File: src/include/irfts_pkg.sv
package irfts_pkg;
  // Register indices as printed; byte address is four times the index
  localparam logic [7:0] IRFTS_IDX_FIFO_TIMEOUT_CONTROL = 8'h06;
  localparam logic [7:0] IRFTS_IDX_TRANSFER_ACTIVITY_STATUS = 8'h07;
  localparam logic [7:0] IRFTS_IDX_IRQ_STATUS = 8'h08;
  localparam logic [7:0] IRFTS_IDX_IRQ_MASK = 8'h09;
  localparam logic [7:0] IRFTS_IDX_MODE_CONTROL = 8'h0A;
  localparam logic [11:0] IRFTS_ADDR_FIFO_TIMEOUT_CONTROL = {2'h0, IRFTS_IDX_FIFO_TIMEOUT_CONTROL, 2'h0};
  localparam logic [11:0] IRFTS_ADDR_TRANSFER_ACTIVITY_STATUS = {2'h0, IRFTS_IDX_TRANSFER_ACTIVITY_STATUS, 2'h0};
  localparam logic [11:0] IRFTS_ADDR_IRQ_STATUS = {2'h0, IRFTS_IDX_IRQ_STATUS, 2'h0};
  localparam logic [11:0] IRFTS_ADDR_IRQ_MASK = {2'h0, IRFTS_IDX_IRQ_MASK, 2'h0};
  localparam logic [11:0] IRFTS_ADDR_MODE_CONTROL = {2'h0, IRFTS_IDX_MODE_CONTROL, 2'h0};

  // fifo_timeout_control fields
  localparam int IRFTS_TIMEOUT_LSB = 0;
  localparam int IRFTS_THRESHOLD_LSB = 8;
  localparam int IRFTS_PTR_CLEAR_BIT = 15;
  localparam logic [7:0] IRFTS_TIMEOUT_RESET = 8'h0A;
  localparam logic [6:0] IRFTS_THRESHOLD_RESET = 7'h40;
  // transfer_activity_status fields
  localparam int IRFTS_TX_ACTIVE_BIT = 0;
  localparam int IRFTS_RX_ACTIVE_BIT = 1;
  localparam logic [13:0] IRFTS_RESERVED_RESET = 14'h000A;
  // Interrupt status bits
  localparam int IRFTS_IRQ_TIMEOUT_BIT = 0;
  localparam int IRFTS_IRQ_THRESHOLD_BIT = 1;
  localparam int IRFTS_IRQ_WIDTH = 2;
  // mode_control: bit 0 selects slow infrared rates
  localparam int IRFTS_SLOW_MODE_BIT = 0;
  localparam logic IRFTS_SLOW_MODE_RESET = 1'b1;

  // Timing
  localparam int IRFTS_CLK_HZ = 50_000_000;
  localparam int IRFTS_TIMEOUT_UNIT_MS = 50;
  localparam int IRFTS_UNIT_CYCLES = IRFTS_CLK_HZ / 1000 * IRFTS_TIMEOUT_UNIT_MS;
endpackage

File: src/hdl/irfts_top.sv
// Operation
// - An 8-bit receive timeout resets to 0x0A and value N means N times 50 ms; a value of zero also gives 50 ms.
// - In slow rate mode a reception is aborted once the receive line stays idle for the timeout period.
// - Writing one to bit 15 clears the FIFO pointers and the bit then returns to zero by itself.
// - Read-only status bit 0 is one while a transmission is under way, reset zero.
// - Read-only status bit 1 is one while a reception is under way, reset zero.
module irfts_top
  import irfts_pkg::*;
#(
  parameter int UNIT_CYCLES = IRFTS_UNIT_CYCLES,
  parameter int LEVEL_W = 7
) (
  input wire logic pclk,
  input wire logic presetn,
  input wire logic clk_en,
  input wire logic psel,
  input wire logic penable,
  input wire logic pwrite,
  input wire logic [11:0] paddr,
  input wire logic [31:0] pwdata,
  input wire logic [3:0] pstrb,
  output logic [31:0] prdata,
  output logic pready,
  output logic pslverr,
  input wire logic rx_line,
  input wire logic rx_start,
  input wire logic rx_done,
  input wire logic tx_busy,
  input wire logic [LEVEL_W-1:0] fifo_level,
  output logic fifo_ptr_clear,
  output logic rx_abort,
  output logic fifo_threshold_hit,
  output logic irq
);
  typedef enum logic [0:0] {IRFTS_RX_IDLE, IRFTS_RX_BUSY} irfts_rx_t;

  logic rx_meta_q, rx_sync_q, rx_prev_q;
  logic [7:0] timeout_q, timeout_d;
  logic [6:0] threshold_q, threshold_d;
  logic clear_q, clear_d;
  logic slow_q, slow_d;
  logic [IRFTS_IRQ_WIDTH-1:0] ists_q, ists_d, imask_q, imask_d;
  logic [31:0] prdata_q, prdata_d;
  logic pready_q, pready_d, pslverr_q, pslverr_d;
  logic irq_q, irq_d;
  irfts_rx_t rx_state_q, rx_state_d;
  logic [31:0] unit_cnt_q, unit_cnt_d;
  logic [7:0] units_q, units_d;
  logic abort_q, abort_d;
  logic tx_act_q, tx_act_d, rx_act_q, rx_act_d;
  logic hit_q, hit_d;
  logic wr, rd, hit_evt, tmo_evt, valid_addr;

  assign wr = psel && penable && pwrite && !pready_q;
  assign rd = psel && penable && !pwrite && !pready_q;
  assign valid_addr = paddr == IRFTS_ADDR_FIFO_TIMEOUT_CONTROL || paddr == IRFTS_ADDR_TRANSFER_ACTIVITY_STATUS
    || paddr == IRFTS_ADDR_IRQ_STATUS || paddr == IRFTS_ADDR_IRQ_MASK || paddr == IRFTS_ADDR_MODE_CONTROL;

  // Receive line is asynchronous to pclk; the first stage feeds only the second
  always_ff @(posedge pclk or negedge presetn) begin
    if (!presetn) begin
      rx_meta_q <= 1'b1;
      rx_sync_q <= 1'b1;
      rx_prev_q <= 1'b1;
    end else if (clk_en) begin
      rx_meta_q <= rx_line;
      rx_sync_q <= rx_meta_q;
      rx_prev_q <= rx_sync_q;
    end
  end

  // Reception tracking and idle timeout
  always_comb begin
    rx_state_d = rx_state_q;
    unit_cnt_d = unit_cnt_q;
    units_d = units_q;
    abort_d = 1'b0;
    tmo_evt = 1'b0;
    case (rx_state_q)
      IRFTS_RX_IDLE: begin
        unit_cnt_d = '0;
        units_d = '0;
        if (rx_start) begin
          rx_state_d = IRFTS_RX_BUSY;
        end
      end
      IRFTS_RX_BUSY: begin
        if (rx_done) begin
          rx_state_d = IRFTS_RX_IDLE;
        end else if (rx_sync_q != rx_prev_q || !slow_q) begin
          // Any line activity restarts the idle window; fast rates never time out
          unit_cnt_d = '0;
          units_d = '0;
        end else if (unit_cnt_q == 32'(UNIT_CYCLES - 1)) begin
          unit_cnt_d = '0;
          units_d = units_q + 8'h01;
          if (units_q + 8'h01 >= timeout_q) begin
            abort_d = 1'b1;
            tmo_evt = 1'b1;
            rx_state_d = IRFTS_RX_IDLE;
          end
        end else begin
          unit_cnt_d = unit_cnt_q + 32'h0000_0001;
        end
      end
      default: rx_state_d = IRFTS_RX_IDLE;
    endcase
    rx_act_d = rx_state_d == IRFTS_RX_BUSY;
    tx_act_d = tx_busy;
    hit_d = fifo_level >= LEVEL_W'(threshold_q);
  end

  always_ff @(posedge pclk or negedge presetn) begin
    if (!presetn) begin
      rx_state_q <= IRFTS_RX_IDLE;
      unit_cnt_q <= '0;
      units_q <= '0;
      abort_q <= 1'b0;
      rx_act_q <= 1'b0;
      tx_act_q <= 1'b0;
      hit_q <= 1'b0;
    end else if (clk_en) begin
      rx_state_q <= rx_state_d;
      unit_cnt_q <= unit_cnt_d;
      units_q <= units_d;
      abort_q <= abort_d;
      rx_act_q <= rx_act_d;
      tx_act_q <= tx_act_d;
      hit_q <= hit_d;
    end
  end

  assign hit_evt = hit_d && !hit_q;

  // Register file and APB slave; one wait state, answer on the second access cycle
  always_comb begin
    timeout_d = timeout_q;
    threshold_d = threshold_q;
    clear_d = 1'b0;
    slow_d = slow_q;
    imask_d = imask_q;
    pready_d = 1'b0;
    pslverr_d = 1'b0;
    prdata_d = prdata_q;
    // Set wins over a same-cycle write-one-to-clear
    ists_d = ists_q;
    if (wr && paddr == IRFTS_ADDR_IRQ_STATUS && pstrb[0]) begin
      ists_d = ists_q & ~pwdata[IRFTS_IRQ_WIDTH-1:0];
    end
    if (tmo_evt) begin
      ists_d[IRFTS_IRQ_TIMEOUT_BIT] = 1'b1;
    end
    if (hit_evt) begin
      ists_d[IRFTS_IRQ_THRESHOLD_BIT] = 1'b1;
    end
    if (psel && penable && !pready_q) begin
      pready_d = 1'b1;
      pslverr_d = !valid_addr;
    end
    if (wr) begin
      case (paddr)
        IRFTS_ADDR_FIFO_TIMEOUT_CONTROL: begin
          if (pstrb[0]) begin
            timeout_d = pwdata[IRFTS_TIMEOUT_LSB +: 8];
          end
          if (pstrb[1]) begin
            threshold_d = pwdata[IRFTS_THRESHOLD_LSB +: 7];
            clear_d = pwdata[IRFTS_PTR_CLEAR_BIT];
          end
        end
        IRFTS_ADDR_IRQ_MASK: begin
          if (pstrb[0]) begin
            imask_d = pwdata[IRFTS_IRQ_WIDTH-1:0];
          end
        end
        IRFTS_ADDR_MODE_CONTROL: begin
          if (pstrb[0]) begin
            slow_d = pwdata[IRFTS_SLOW_MODE_BIT];
          end
        end
        default: ;
      endcase
    end
    if (rd) begin
      case (paddr)
        // Pointer clear always reads zero since it self-clears after one cycle
        IRFTS_ADDR_FIFO_TIMEOUT_CONTROL: prdata_d = {16'h0000, 1'b0, threshold_q, timeout_q};
        IRFTS_ADDR_TRANSFER_ACTIVITY_STATUS: prdata_d = {16'h0000, IRFTS_RESERVED_RESET, rx_act_q, tx_act_q};
        IRFTS_ADDR_IRQ_STATUS: prdata_d = {30'h0000_0000, ists_q};
        IRFTS_ADDR_IRQ_MASK: prdata_d = {30'h0000_0000, imask_q};
        IRFTS_ADDR_MODE_CONTROL: prdata_d = {31'h0000_0000, slow_q};
        default: prdata_d = 32'h0000_0000;
      endcase
    end
    irq_d = |(ists_d & imask_d);
  end

  always_ff @(posedge pclk or negedge presetn) begin
    if (!presetn) begin
      timeout_q <= IRFTS_TIMEOUT_RESET;
      threshold_q <= IRFTS_THRESHOLD_RESET;
      clear_q <= 1'b0;
      slow_q <= IRFTS_SLOW_MODE_RESET;
      ists_q <= '0;
      imask_q <= '0;
      prdata_q <= 32'h0000_0000;
      pready_q <= 1'b0;
      pslverr_q <= 1'b0;
      irq_q <= 1'b0;
    end else if (clk_en) begin
      timeout_q <= timeout_d;
      threshold_q <= threshold_d;
      clear_q <= clear_d;
      slow_q <= slow_d;
      ists_q <= ists_d;
      imask_q <= imask_d;
      prdata_q <= prdata_d;
      pready_q <= pready_d;
      pslverr_q <= pslverr_d;
      irq_q <= irq_d;
    end
  end

  assign prdata = prdata_q;
  assign pready = pready_q;
  assign pslverr = pslverr_q;
  assign fifo_ptr_clear = clear_q;
  assign rx_abort = abort_q;
  assign fifo_threshold_hit = hit_q;
  assign irq = irq_q;
endmodule // irfts_top

File: config.mk
export PLATFORM = sky130hd
export DESIGN_NAME = irfts_top
export DESIGN_NICKNAME = d
export VERILOG_FILES = /design/src/include/irfts_pkg.sv /design/src/hdl/irfts_top.sv
export SDC_FILE = /design/constraint.sdc
export NUM_CORES = 1
export LEC_CHECK = 0
export BUFFER_PORTS_ARGS = -buffer_cell sky130_fd_sc_hd__buf_2
export CAP_MARGIN = 25
export CORE_MARGIN = 2
export CORE_UTILIZATION = 49
export DETAILED_ROUTE_END_ITERATION = 7
export PLACE_DENSITY = 0.76
export SYNTH_ARGS = -nofsm -noshare
export SYNTH_HDL_FRONTEND = slang
export SYNTH_SLANG_ARGS = --single-unit
export TNS_END_PERCENT = 20
File: constraint.sdc
create_clock -name pclk -period 2.6 [get_ports pclk]
set_clock_uncertainty 0.15 [all_clocks]
set_input_delay 0 -clock pclk [delete_from_list [all_inputs] [get_ports pclk]]
set_output_delay 0 -clock pclk [all_outputs]
set_load 0.05 [all_outputs]
* After elaboration in Yosys (flattened, before gate mapping) *
Index checks and enable logic that the tools add are counted.

operators by class
  add/sub/neg operators = 2
  magnitude comparators = 2
  equal/unequal tests = 9
  muxes and demuxes = 31
  bitwise operators = 4
  reduce and logical (&&, ||, !) cells = 26

operators by type and width
  operator                                                                 count
  32-bit 2-to-1 mux                                                        3
  15-bit one-hot mux with 5 select lines                                   1
  32-bit one-hot mux with 2 select lines                                   1
  12-bit by 6-bit equality test with 1-bit output, second input constant   3
  32-bit by 1-bit adder with 32-bit output, second input constant          1
  32-bit by 22-bit equality test with 1-bit output, second input constant  1
  12-bit by 5-bit equality test with 1-bit output, second input constant   2
  8-bit 2-to-1 mux                                                         3
  1-bit 2-to-1 mux                                                         17
  8-bit one-hot mux with 2 select lines                                    1
  4-bit AND reduction                                                      3
  1-bit logical AND                                                        9
  8-bit by 1-bit adder with 8-bit output, second input constant            1
  8-bit >= comparator                                                      1
  2-bit 2-to-1 mux                                                         4
  7-bit >= comparator                                                      1
  1-bit logical NOT                                                        5
  1-bit logical OR                                                         5
  2-bit bitwise AND                                                        2
  2-bit AND reduction                                                      2
  3-bit by 1-bit != test with 1-bit output, second input constant          1
  3-bit AND reduction                                                      1
  2-bit != test, second input constant                                     1
  2-bit NOT                                                                1
  other kinds (4)                                                          4

storage, ports and cells
  register bits after elaboration = 103
  bits of input ports = 65
  output and inout port bits = 38
  logic and storage cells = 93

* Depth between registers and ports, before layout *
  depth after elaboration = 10
  mapped depth = 11
  depth with buffers taken out = 11

* Worst setup path after synthesis *
Ideal clock, no wire load.

  kind = register -> register
  start point = register units_q[0]
  end point = register abort_q, in the netlist rx_abort
  setup time = 83 ps
  data arrival time = 2248 ps
  slack = 120 ps
  cell stages (with the launch flop) = 11
  path through = dfrtp_1 -> and3_1 -> and3_1 -> and3_1 -> xor2_1 -> ha_1 -> nand4_1 -> o31ai_1 -> nand4_1 -> or2_2 -> o21ai_0

between the ends
  cells in the longest elaborated chain, start to end = 7

RTL lines
  what                                    line              text
  start: declaration                      irfts_top.sv:48   logic [7:0] units_q, units_d;
  start signal: assignment                irfts_top.sv:125  units_q <= units_d;
  8-bit by 1-bit adder with 8-bit output  irfts_top.sv:97   if (units_q + 8'h01 >= timeout_q) begin
  8-bit >= comparator                     irfts_top.sv:97
  1-bit 2-to-1 mux                        irfts_top.sv:97
  1-bit 2-to-1 mux                        irfts_top.sv:94   end else if (unit_cnt_q == 32'(UNIT_CYCLES - 1)) begin
  1-bit 2-to-1 mux                        irfts_top.sv:90   end else if (rx_sync_q != rx_prev_q || !slow_q) begin
  1-bit 2-to-1 mux                        irfts_top.sv:88   if (rx_done) begin
  1-bit 2-to-1 mux                        irfts_top.sv:79   case (rx_state_q)
  end signal: assignment                  irfts_top.sv:126  abort_q <= abort_d;
  end: declaration                        irfts_top.sv:49   logic abort_q, abort_d;

Every way passes these cells.
A chain may end at the register's enable or synchronous reset.

* Worst setup path in the final report *
  start point = register units_q[4]
  end point = register abort_q, in the netlist rx_abort

Same word-level chain as after synthesis.

==> results.cfg <==
[min_path]
hold_class = input port to register
hold_path_end = threshold_q[0]
min_from = pwrite
hold_depth = 4

[worst_setup_path]
reg2reg_slack_ps = 40
reg2reg_depth = 10
crit_path_cell_trace = and3_4 -> and3_4 -> and3_4 -> xor2_2 -> ha_1 -> nand4_1 -> o31ai_4 -> nand4_1 -> or2_4 -> o21ai_2
cp_common_cell = and3_4
slowest_stage = dfrtp_1
cp_max_fo = 3
critPathMaxStageDelay_ps = 390
required_ps = 2740
crit_path_end_kind = register
worstReg2RegEnd = rx_abort
cp.arrival_ps = 2700
timing.rr.start = units_q[4]
crit_type = register to register
cp-start-kind = register

[global_route]
grt_first_pass_wirelength_um = 16600
grt_pass1_vias = 3648
grt_max_degree = 47
track_usage_pct = 20.4
antenna_found_initial = 0
overflow = 0

[route]
routedWlPerCell_um = 14.7
dr.pass1.iters = 4
drt-total-wl_um = 10200
num_vias = 3765
drtIter0Drc = 201
drc = 0
ant_nets = 0
viasPerCell = 5.41

[placed_design]
gp_congestion = 0.879
port_buffers = 67
hpwlAfterDp_um = 7020

[sta]
period_needed_ps = 2560
hold_violations = 0
max_freq_ghz = 0.391
setup_viol = 0
maxSlewHeadroom_pct = 59.2
holdWs_ps = 21.8
rsz0062_at_grt = true
worst_pin_slew_ps = 612
drv_slew = 0
timing.final.crit_share_pct = 98.4

[power_and_ir_drop]
power.leakage_uw = 0.00285
power.total_uw = 2630
ir_worst_vdd_mv = 0.340
p_per_area_nw_per_um2 = 462

[finish]
fin_nets = 662
antenna_cells = 0
post-route-util_pct = 61.9
area_growth_syn_to_layout_pct = 22.6
drive_gt1_share_pct = 25.5

[synthesis]
synth-async-reset-ratio_pct = 100
ys_seq_area_share_pct = 46.5
syn_avg_cell_area_um2 = 9.88
synth_edf_count = 0
yosys_warnings = 0
netlist_instances = 470
synth-seq-cells = 86
synthesis.area_um2 = 4640
synth_ff_type = dfrtp_1
ys_types = 57

[clock_network]
h-tree-depth = 3
root_buffer = clkbuf_8
cts_buffers = 9
clk-insertion-delay-late_ps = 360
cts.clk_slew.worst_paths_ps = 90
cts_tree = done
cts_max_path_buffers = 2
numClockSinks = 86

[floorplan]
core_um2 = 9200
dieWidth_um = 101
die_area_um2 = 10300
num_io_pins = 103
rows = 35
die_y_um = 101
initial_utilization_pct = 50.5

[status]
outcome = finished clean

[run]
drv_cap = 0
## what timing repair did
item	in CTS	in global routing
cloned	0	0
setup buffers	1	3
pin swaps	2	11
hold buffers	28	0
setup endpoints to repair	1	23
gates resized for setup	1	19
endpoints found under the hold margin	117	0
## final cells by class
| type | count | area [um^2] |
|---|---|---|
| sequential | 86 | 2160 |
| inverter | 20 | 75.1 |
| clock inverter | 5 | 60.1 |
| tap | 111 | 139 |
| clock buffer | 11 | 141 |
| timing repair buffer | 113 | 769 |
| multi-input combinational | 350 | 2340 |
| fill | 738 | 3510 |
## per-layer routing
metal / up-vias / routed length, um / global-route usage (%)
met4: 0 / 204 / 6.86
li1: 1837 / - / -
met2: 95 / 4950 / 33.6
met3: 22 / 407 / 4.42
met5: - / 0 / 0
met1: 1811 / 4640 / 26.9
## stage by stage
step           setup WS, ps  cells  setup TNS [ps]  cell area [um^2]
5_1_grt               -96.5    696            -152              5690
3_5_place_dp           -107    648            -107              5090
3_3_place_gp          -28.1    648           -28.1              5090
2_1_floorplan           120    486               0              4700
4_1_cts                16.2    693               0              5580
6_report               41.6    696               0              5690
## critical path, delay by kind of cell, from the launching register on
family          cells  cell delay (ps)
compound gates      2              350
flops               1              390
fa+ha+maj           1              310
simple gates        6             1160
xor+xnor            1              150
## synth_stat cells (11+ instances only)
cell	number	area [um^2]
ha_1	17	213
nand3_1	22	110
mux2_2	11	124
xor2_1	19	166
o21ai_0	33	165
xnor2_1	12	105
and3_1	14	87.6
nand2_1	56	210
a22o_1	13	114
dfrtp_1	79	1980
a21oi_1	15	75.1
buf_4	18	135
inv_1	20	75.1
nand4_1	11	68.8
nor2_1	39	146
## state kept, by name, indices dropped and copies added, names as in the netlist, 2 cells and up
| name | cells |
|---|---|
| timeout_q | 8 |
| prdata | 15 |
| imask_q | 2 |
| threshold_q | 7 |
| unit_cnt_q | 32 |
| units_q | 8 |
| ists_q | 2 |
## logic make-up after synthesis
kind of cell	synth area share [%]
xor gates and xnor gates	5.85
other	0.0808
muxes	3.13
and+or+nand+nor	22.2
AOI/OAI and AO/OA	11.5
buffers and inverters	6.12
DFF	46.6
adders and majority gates	4.58
## layout by cell type, fill, tap and decap left out, types with 3 or more instances in the layout
| master | instances |
|---|---|
| buf_4 | 17 |
| nor3_1 | 6 |
| nand3_1 | 21 |
| xnor2_1 | 12 |
| nand2_1 | 56 |
| a22o_1 | 13 |
| nand2b_1 | 4 |
| o21ai_0 | 32 |
| and3_1 | 11 |
| o21ai_1 | 4 |
| xor2_1 | 18 |
| a21oi_1 | 14 |
| a21o_1 | 3 |
| and3_4 | 3 |
| nor4_2 | 4 |
| nand4_1 | 11 |
| dfrtp_1 | 79 |
| conb_1 | 17 |
| nor2_1 | 38 |
| ha_1 | 16 |
| dlygate4sd3_1 | 28 |
| mux2_2 | 11 |
| clkbuf_8 | 10 |
| or3_1 | 5 |
| inv_1 | 20 |
| buf_2 | 66 |
| dfstp_2 | 7 |
## how the worst max path moves through the flow
stage                          start  endpoint  slack (ps)  cells after the start
after detailed placement  units_q[0]  rx_abort        -110                     10
after floorplan           units_q[0]  rx_abort         120                     10
after CTS                 units_q[0]  rx_act_q          20                     10
after global placement    units_q[0]  rx_abort         -30                     10
final                     units_q[4]  rx_abort          40                     10
after global routing      units_q[4]  rx_abort        -100                     10
## power breakdown
part	total (uW)	switching [uW]	internal [uW]
clock network	956	484	472
logic	292	194	98.2
registers	1380	18.1	1360
total	2630	696	1930
Power figures use the tool's default switching activity.
